$ cat src/ssdl_pkg.sv
/*
 Package of the start/stop and direction logic: mode codes, reset values,
 the carrier structs for the command inputs and the command outputs.
 Assumes one clock domain and a synchronous active-high reset.
*/
package ssdl_pkg;

	localparam logic [2:0] SSDL_MODE_TWO_DIR = 3'h2;
	localparam logic [2:0] SSDL_MODE_LEVEL_START = 3'h3;
	localparam logic [2:0] SSDL_MODE_EDGE_START = 3'h4;
	localparam logic SSDL_DIR_FWD = 1'h0;
	localparam logic SSDL_DIR_REV = 1'h1;
	localparam logic SSDL_RST_RUN = 1'h0;
	localparam logic SSDL_RST_DIR = 1'h0;
	localparam logic SSDL_RST_ZERO = 1'h1;
	localparam int SSDL_SYNC_STAGES = 2;

	// Raw digital inputs from pins and keypad
	typedef struct packed {
		logic firstControlInput;
		logic secondControlInput;
		logic runEnableSource;
		logic keypadStart;
		logic keypadStop;
	} ssdl_in_t;

	// Commands to the ramp generator
	typedef struct packed {
		logic run;
		logic reverse;
		logic zeroFreq;
	} ssdl_cmd_t;

endpackage : ssdl_pkg

$ cat src/ssdl_start_stop.sv
/*
 Start, stop and direction logic for a motor drive in modes 2, 3 and 4.
 Turns the control inputs, run enable and keypad buttons into run, direction
 and zero-frequency commands. Assumes pins are asynchronous and that the
 mode and keypad stop enable settings are quasi-static from the same clock.
*/
`timescale 1ns/1ns
module ssdl_start_stop
	import ssdl_pkg::*;
(
	input wire logic ref_clk,
	input wire logic reset,
	input wire logic [2:0] startStopLogicSelect,
	input wire logic keypadStopEnable,
	input wire ssdl_in_t pinIn,
	output ssdl_cmd_t cmdOut
);
	typedef enum logic [3:0] {
		SSDL_IDLE = 4'h1,
		SSDL_FWD = 4'h2,
		SSDL_REV = 4'h4,
		SSDL_LOCK = 4'h8
	} ssdl_state_t;

	ssdl_state_t state_r;
	ssdl_state_t state_nxt;
	ssdl_in_t syncIn;
	ssdl_in_t riseIn;
	logic [2:0] mode_r;
	ssdl_cmd_t cmd_r;
	ssdl_cmd_t cmd_nxt;

	ssdl_sync #(
		.WIDTH($bits(ssdl_in_t))
	) uSync (
		.ref_clk(ref_clk),
		.reset(reset),
		.asyncIn(pinIn),
		.syncOut(syncIn)
	);

	ssdl_edge #(
		.WIDTH($bits(ssdl_in_t))
	) uEdge (
		.ref_clk(ref_clk),
		.reset(reset),
		.level(syncIn),
		.rise(riseIn),
		.fall()
	);

	// Named decodes of the selection and stop conditions
	wire isTwoDir = (startStopLogicSelect == SSDL_MODE_TWO_DIR);
	wire isLevelStart = (startStopLogicSelect == SSDL_MODE_LEVEL_START);
	wire isEdgeStart = (startStopLogicSelect == SSDL_MODE_EDGE_START);
	wire isEdgeMode = isTwoDir | isEdgeStart;
	wire modeChanged = (mode_r != startStopLogicSelect);
	wire firstCtl = syncIn.firstControlInput;
	wire secondCtl = syncIn.secondControlInput;
	wire runEn = syncIn.runEnableSource;
	wire kpStop = syncIn.keypadStop & keypadStopEnable;
	wire kpStartEdge = riseIn.keypadStart;
	wire firstCtlRise = riseIn.firstControlInput;
	wire secondCtlRise = riseIn.secondControlInput;
	wire forceStop = ~runEn | kpStop | modeChanged;
	wire startDir = secondCtl ? SSDL_DIR_REV : SSDL_DIR_FWD;

	// Mode register spots a change of control selection
	always_ff @(posedge ref_clk) begin
		if (reset) begin
			mode_r <= SSDL_MODE_TWO_DIR;
		end else begin
			mode_r <= startStopLogicSelect;
		end
	end

	// Command state; in edge modes LOCK waits for the start contact to open
	always_comb begin
		state_nxt = state_r;
		case (state_r)
			SSDL_IDLE: begin
				if (forceStop) begin
					state_nxt = isEdgeMode ? SSDL_LOCK : SSDL_IDLE;
				end else if (isTwoDir) begin
					if (firstCtlRise) begin
						state_nxt = SSDL_FWD;
					end else if (secondCtlRise) begin
						state_nxt = SSDL_REV;
					end
				end else if (isLevelStart) begin
					// Level start restarts as soon as enable returns
					if (firstCtl) begin
						state_nxt = secondCtl ? SSDL_REV : SSDL_FWD;
					end
				end else if (isEdgeStart) begin
					if (firstCtlRise) begin
						state_nxt = startDir ? SSDL_REV : SSDL_FWD;
					end
				end
			end
			SSDL_FWD: begin
				if (forceStop) begin
					state_nxt = isEdgeMode ? SSDL_LOCK : SSDL_IDLE;
				end else if (isTwoDir) begin
					// Backward edge while forward held is ignored
					if (!firstCtl) begin
						state_nxt = secondCtl ? SSDL_REV : SSDL_IDLE;
					end
				end else if (!firstCtl) begin
					state_nxt = SSDL_IDLE;
				end else if (secondCtl) begin
					state_nxt = SSDL_REV;
				end
			end
			SSDL_REV: begin
				if (forceStop) begin
					state_nxt = isEdgeMode ? SSDL_LOCK : SSDL_IDLE;
				end else if (isTwoDir) begin
					if (!secondCtl) begin
						state_nxt = firstCtl ? SSDL_FWD : SSDL_IDLE;
					end
				end else if (!firstCtl) begin
					state_nxt = SSDL_IDLE;
				end else if (!secondCtl) begin
					state_nxt = SSDL_FWD;
				end
			end
			SSDL_LOCK: begin
				// In edge modes released only once all start contacts are open; level mode leaves at once
				if (!isEdgeMode) begin
					state_nxt = SSDL_IDLE;
				end else if (!firstCtl && !(isTwoDir && secondCtl) && !forceStop) begin
					state_nxt = SSDL_IDLE;
				end
			end
			default: begin
				state_nxt = SSDL_IDLE;
			end
		endcase
		// Keypad start in level mode leaves the drive stopped while the first input is open
		if (isLevelStart && state_r == SSDL_IDLE && !forceStop && kpStartEdge && !firstCtl) begin
			state_nxt = SSDL_IDLE;
		end
	end

	// Output decode from next state
	always_comb begin
		cmd_nxt.run = (state_nxt == SSDL_FWD) || (state_nxt == SSDL_REV);
		cmd_nxt.reverse = (state_nxt == SSDL_REV) ? SSDL_DIR_REV : (state_nxt == SSDL_FWD ? SSDL_DIR_FWD : cmd_r.reverse);
		cmd_nxt.zeroFreq = !cmd_nxt.run;
	end

	// Reset leaves the drive stopped and, in edge modes, locked against a held contact
	always_ff @(posedge ref_clk) begin
		if (reset) begin
			state_r <= SSDL_LOCK;
			cmd_r <= '{run: SSDL_RST_RUN, reverse: SSDL_RST_DIR, zeroFreq: SSDL_RST_ZERO};
		end else begin
			state_r <= state_nxt;
			cmd_r <= cmd_nxt;
		end
	end

	assign cmdOut = cmd_r;

endmodule : ssdl_start_stop

$ cat src/ssdl_sync.sv
/*
 Two-flop synchroniser for a bus of pin-level inputs.
 Assumes the inputs are asynchronous to ref_clk; outputs feed both the edge detector and the start/stop logic downstream.
*/
`timescale 1ns/1ns
module ssdl_sync
	import ssdl_pkg::*;
#(
	parameter int WIDTH = 5
) (
	input wire logic ref_clk,
	input wire logic reset,
	input wire logic [WIDTH-1:0] asyncIn,
	output logic [WIDTH-1:0] syncOut
);
	logic [WIDTH-1:0] meta_r;
	logic [WIDTH-1:0] sync_r;

	// First stage feeds only the second stage
	always_ff @(posedge ref_clk) begin
		if (reset) begin
			meta_r <= '0;
			sync_r <= '0;
		end else begin
			meta_r <= asyncIn;
			sync_r <= meta_r;
		end
	end

	assign syncOut = sync_r;

endmodule : ssdl_sync

$ cat src/ssdl_edge.sv
/*
 Rising and falling edge detector for synchronised level signals.
 Assumes inputs already sit in the ref_clk domain.
*/
`timescale 1ns/1ns
module ssdl_edge
	import ssdl_pkg::*;
#(
	parameter int WIDTH = 5
) (
	input wire logic ref_clk,
	input wire logic reset,
	input wire logic [WIDTH-1:0] level,
	output logic [WIDTH-1:0] rise,
	output logic [WIDTH-1:0] fall
);
	logic [WIDTH-1:0] prev_r;

	// Reset low like the synchroniser so no false edge follows reset;
	// a contact held through reset still shows a rise, the lock state absorbs it
	always_ff @(posedge ref_clk) begin
		if (reset) begin
			prev_r <= '0;
		end else begin
			prev_r <= level;
		end
	end

	assign rise = level & ~prev_r;
	assign fall = ~level & prev_r;

endmodule : ssdl_edge

$ cat config.mk
export PLATFORM = sky130hd
export DESIGN_NAME = ssdl_start_stop
export DESIGN_NICKNAME = d
export VERILOG_FILES = /design/src/ssdl_pkg.sv /design/src/ssdl_start_stop.sv /design/src/ssdl_sync.sv /design/src/ssdl_edge.sv
export SDC_FILE = /design/constraint.sdc
export NUM_CORES = 1
export LEC_CHECK = 0
export BUFFER_PORTS_ARGS = -buffer_cell sky130_fd_sc_hd__buf_4
export CAP_MARGIN = 10
export CORE_ASPECT_RATIO = 0.8
export CORE_MARGIN = 8
export CORE_UTILIZATION = 51
export DETAILED_ROUTE_END_ITERATION = 7
export GPL_ROUTABILITY_DRIVEN = 0
export PLACE_DENSITY = 0.74
export SLEW_MARGIN = 20
export SYNTH_ARGS = -nofsm -noshare
export SYNTH_HDL_FRONTEND = slang
export SYNTH_HIERARCHICAL = 1
export SYNTH_SLANG_ARGS = --single-unit
$ cat constraint.sdc
create_clock -name ref_clk -period 1.9 [get_ports ref_clk]
set_input_delay 0.095 -clock ref_clk [delete_from_list [all_inputs] [get_ports ref_clk]]
set_output_delay 0.095 -clock ref_clk [all_outputs]
set_load 0.05 [all_outputs]
# [Word level (Yosys, flattened, before mapping)]
# Cells that the tools add are included.
[classes] n_eq_ne=10 mux=30 bitwise=7 reduce_logical=13
[ops] op="$mux W4" n=22
[ops] op="$pmux W4 S4" n=1
[ops] op="$mux W3" n=3
[ops] op="$eq A4 B2 Y1 const B" n=2
[ops] op="$eq A4 B3 Y1 const B" n=2
[ops] op="$logic_and A1 B1 Y1" n=7
[ops] op="$eq A3 B2 Y1 const B" n=2
[ops] op="$and A5 B5 Y5" n=1
[ops] op="$not A5 Y5" n=1
[ops] op="$eq A4 B1 Y1 const B" n=1
[ops] op="$eq A4 B4 Y1 const B" n=1
[ops] op="$logic_not A1 Y1" n=4
[ops] op="$eq A3 B3 Y1 const B" n=1
[ops] op="$mux W1" n=3
[ops] op="$ne A3 B3 Y1" n=1
[ops] op="$or A1 B1 Y1" n=3
[ops] op="$mux W2" n=1
[ops] op="$reduce_bool A2 Y1" n=1
[ops] op="$and A1 B1 Y1" n=1
[ops] op="$logic_or A1 B1 Y1" n=1
[ops] op="$not A1 Y1" n=1
[word_totals] register_bits=25 inputBits=11

# [Logic depth before layout (Yosys ltp)]
[logic_depth] ltp_word=12 mapped_depth=7 depth_no_buf=7

# [Cells and area by module]
# Netlist, hierarchy kept.
[by_module_without_submodules] mod="ssdl_start_stop" instances=1 cells_each=88 area_per_inst_um2=752.0 seq_area_each_um2=200.2
[by_module_without_submodules] mod="ssdl_sync" instances=1 cells_each=20 area_per_inst_um2=262.8 seq_area_each_um2=200.2
[by_module_without_submodules] mod="ssdl_edge" instances=1 cells_each=20 area_per_inst_um2=193.9 seq_area_each_um2=100.1

# [Worst setup path before layout]
# No wires, ideal clock.
[synth_path] path_kind="register to register" startpoint="reg uSync.sync_r[2], in the netlist uSync/syncOut[2]" endpoint="reg cmd_r, in the netlist cmdOut[2]" setup_ps=115 arrival_time_ps=1768 required_time_ps=1785 path_slack_ps=17 path_stages_with_launch=7 path_buffers=0 period_less_slack_ps=1883 cell_sequence="dfxtp_1 -> a21bo_2 -> nor4_4 -> mux2_1 -> o22a_2 -> and3_1 -> and2_1"
[synth_via] elab_chain_cells=11
[synth_lines] item="start, declared" line="ssdl_sync.sv:17" text="logic [WIDTH-1:0] sync_r;"
[synth_lines] item="start signal, assigned" line="ssdl_sync.sv:26" text="sync_r <= meta_r;"
[synth_lines] item="$not A1 Y1 (*)" line="ssdl_start_stop.sv:65" text="wire forceStop = ~runEn | kpStop | modeChanged;"
[synth_lines] item="$or A1 B1 Y1 (*) (2 in a row)" line="ssdl_start_stop.sv:65"
[synth_lines] item="$logic_not A1 Y1" line="ssdl_start_stop.sv:132, ssdl_start_stop.sv:141"
[synth_lines] item="$logic_and A1 B1 Y1" line="ssdl_start_stop.sv:132" text="end else if (!firstCtl && !(isTwoDir && secondCtl) && !forceStop) begin"
[synth_lines] item="$mux W4" line="ssdl_start_stop.sv:132"
[synth_lines] item="$mux W4" line="ssdl_start_stop.sv:130" text="if (!isEdgeMode) begin"
[synth_lines] item="$pmux W4 S4" line="ssdl_start_stop.sv:80" text="case (state_r)"
[synth_lines] item="$mux W4 (*)" line="ssdl_start_stop.sv:141" text="if (isLevelStart && state_r == SSDL_IDLE && !forceStop && kpStartEdge && !firstCtl) begin"
[synth_lines] item="$eq A4 B2 Y1 or $eq A4 B3 Y1 (tied branches)" line="ssdl_start_stop.sv:148" text="cmd_nxt.run = (state_nxt == SSDL_FWD) || (state_nxt == SSDL_REV);"
[synth_lines] item="$logic_or A1 B1 Y1 (*)" line="ssdl_start_stop.sv:148"
[synth_lines] item="end signal, assigned" line="ssdl_start_stop.sv:157" text="cmd_r <= '{run: SSDL_RST_RUN, reverse: SSDL_RST_DIR, zeroFreq: SSDL_RST_ZERO};"
[synth_lines] item="end signal, assigned" line="ssdl_start_stop.sv:160" text="cmd_r <= cmd_nxt;"
[synth_lines] item="end, declared" line="ssdl_start_stop.sv:30" text="ssdl_cmd_t cmd_r;"
# Mark *: on every way between the ends. The rest lies on a longest branch, timed or not.
# A chain may end at the register's enable or synchronous reset.

# [Final worst setup path]
# Same ends and word-level chain as after synthesis.

==> out/results.txt <==
Via density - 5.54
Net Switching - 0.259 mW
Critical-path top delay cell - mux2_4
GRT Util Overall - 12.6%
Detailed Routing Iterations Pass 1 - 4
CP endpoint kind - register
Largest net degree at the start of global routing - 22
Cell area after synthesis - 1110 um^2
I/O Pins - 14
Clock Tree Buf Depth - 2
FP Rows - 15
Die Span Y - 57.8 um
Initial DRC Count - 71
Period minus WS final - 1830 ps
Synth warn - 6
Drt drc - 0
Sequential Power Share - 55.8%
Setup_tns - 0 ps
Sw frac - 27.6%
Power Dens Cells - 702 nW/um^2
Chip Width - 68.2 um
RSZ-0062 raised after global routing - no
CTS root buffer - clkbuf_4
Crit path DAT - 2050 ps
Comb pwr share - 20.8%
Endpoints failing hold - 0
Power Total - 0.939 mW
Period utilization - 96.4%
Via count - 909
Final Skew - 5.77 ps
Initial antenna violation count - 0
Area delta synth->final - 20.2%
Crit-path max cell delay - 330 ps
Post-Route WL - 2350 um
P_int - 0.679 mW
Status - complete, no violations
Grt ovf - 0
Wirelength per Cell - 14.3 um
Relative slew margins - 73.3%
Die area - 3940 um^2
Leak pwr - 0.552 nW
CP startpoint kind - register
Max-cap violations - 0
CP Class - register to register
Most common cell after layout, fill and taps aside - dfxtp_1
Design area - 1340 um^2
Part of the power in the clock network - 23.5%
Critical Path RT - 2120 ps
Crit path cell chain - a21bo_2 > nor4_4 > mux2_4 > o22a_2 > and3_1 > and2_1
Slew Viols, Final - 0
First-pass GRT wire length - 3820 um
H-tree depth - 1
Starting Density - 52.9%
Min-delay worst type - primary input to register
Slew of the pin with the lowest slew margin - 395 ps
Vias in the first global route - 882
Commonest cells after routing, fill and taps aside - dfxtp_1 (23), nor2b_1 (20), buf_4 (18), nand2_1 (9), nor2_1 (6)
Clock Latency Late Sink - 310 ps
Antenna Nets Post-Route - 0
DP Wirelength - 1690 um
DP Area - 1240 um^2
Layout cells sized above 1 - 23.0%
Crit Path Max Fanout - 3
# nets final - 151
Post-CTS setup buffer count - 0
Core area - 2100 um^2
CP Buf/Inv Count - 0
Finish-stage setup viols - 0
CTS sink cnt - 23
Net Count, Synth - 128
Final setup margin - 68.1 ps
Peak VDD IR - 0.583 mV
TritonCTS clock tree - done
Fillers - 183
Synth Area per Inst - 9.51 um^2
Mapped Cells - 117
FMAX - 0.546 GHz
Clock transition at path regs - 120 ps
Num CTS Buffers - 3
Diodes inserted - 0
Delay-heaviest family, CP - simple AND/OR/NAND/NOR gates
Port bufs - 13
Worst slack at placement - 46.9 ps
Placed Cells - 155
Finished Layout Cells - 164
[repair_timing]
action / CTS / global route
setup endpoints to repair: 0 / 5
hold buffers: 5 / 0
hold endpoints to repair: 5 / 0
resized for setup: 0 / 6
[power groups by stage]
stage	registers, mW	logic, mW	clock network, mW
after floorplan	0.556	0.103	0
after global placement	0.534	0.173	0
after detailed placement	0.534	0.180	0
after CTS	0.524	0.189	0.227
after global routing	0.528	0.210	0.242
final	0.524	0.195	0.220
[per-layer routing]
| metal | wire length, um | up-vias | part of all wire [%] | global-route usage (%) |
|---|---|---|---|---|
| li1 | - | 445 | - | - |
| met1 | 1030 | 427 | 44 | 15.4 |
| met2 | 1070 | 31 | 46 | 19.4 |
| met3 | 187 | 6 | 8.0 | 3.27 |
| met4 | 59 | 0 | 2.5 | 6.71 |
| met5 | 0 | - | 0 | 0 |
[metrics by stage]
stage / hold WS [ps] / utilization [%]
final: 94.1 / 63.6
after global routing: 97.8 / 63.6
after CTS: 60.0 / 62.7
after detailed placement: 315 / 59.0
after global placement: 304 / 59.0
after floorplan: 167 / -
[flip-flops by register name, summed over array words and instances, names as in the netlist]
name / cells
state_r: 4
uEdge/prev_r: 3
uSync/meta_r: 5
uSync/syncOut: 5
mode_r: 3
cmdOut: 3
[worst reg2reg max path: cells and delay by family (launching register included)]
| family | cells | cell delay [ps] |
|---|---|---|
| AND/OR/NAND/NOR | 3 | 620 |
| flip-flops | 1 | 320 |
| multiplexers | 1 | 330 |
| AO/OA/AOI/OAI | 2 | 480 |
[path summary, 6_finish.rpt]
| kind | end | cells after the start | startpoint | slack (ps) |
|---|---|---|---|---|
| max | cmdOut[2] | 6 | uSync/syncOut[2] | 70 |
| min | mode_r[1] | 2 | startStopLogicSelect[1] | 90 |
| max reg2reg | cmdOut[2] | 6 | uSync/syncOut[2] | 70 |
| min reg2reg | uSync/syncOut[4] | 1 | uSync/meta_r[4] | 450 |
[layout make-up]
type | count | area [um^2] | share of cell area, %
Multi-Input combinational cell | 86 | 623 | 46.6
Sequential cell | 23 | 460 | 34.4
Timing Repair Buffer | 23 | 185 | 13.8
Tap cell | 25 | 31.3 | 2.34
Clock buffer | 4 | 26.3 | 1.96
Inverter | 3 | 11.3 | 0.842
No activity file was read; power rests on OpenSTA's default activity.
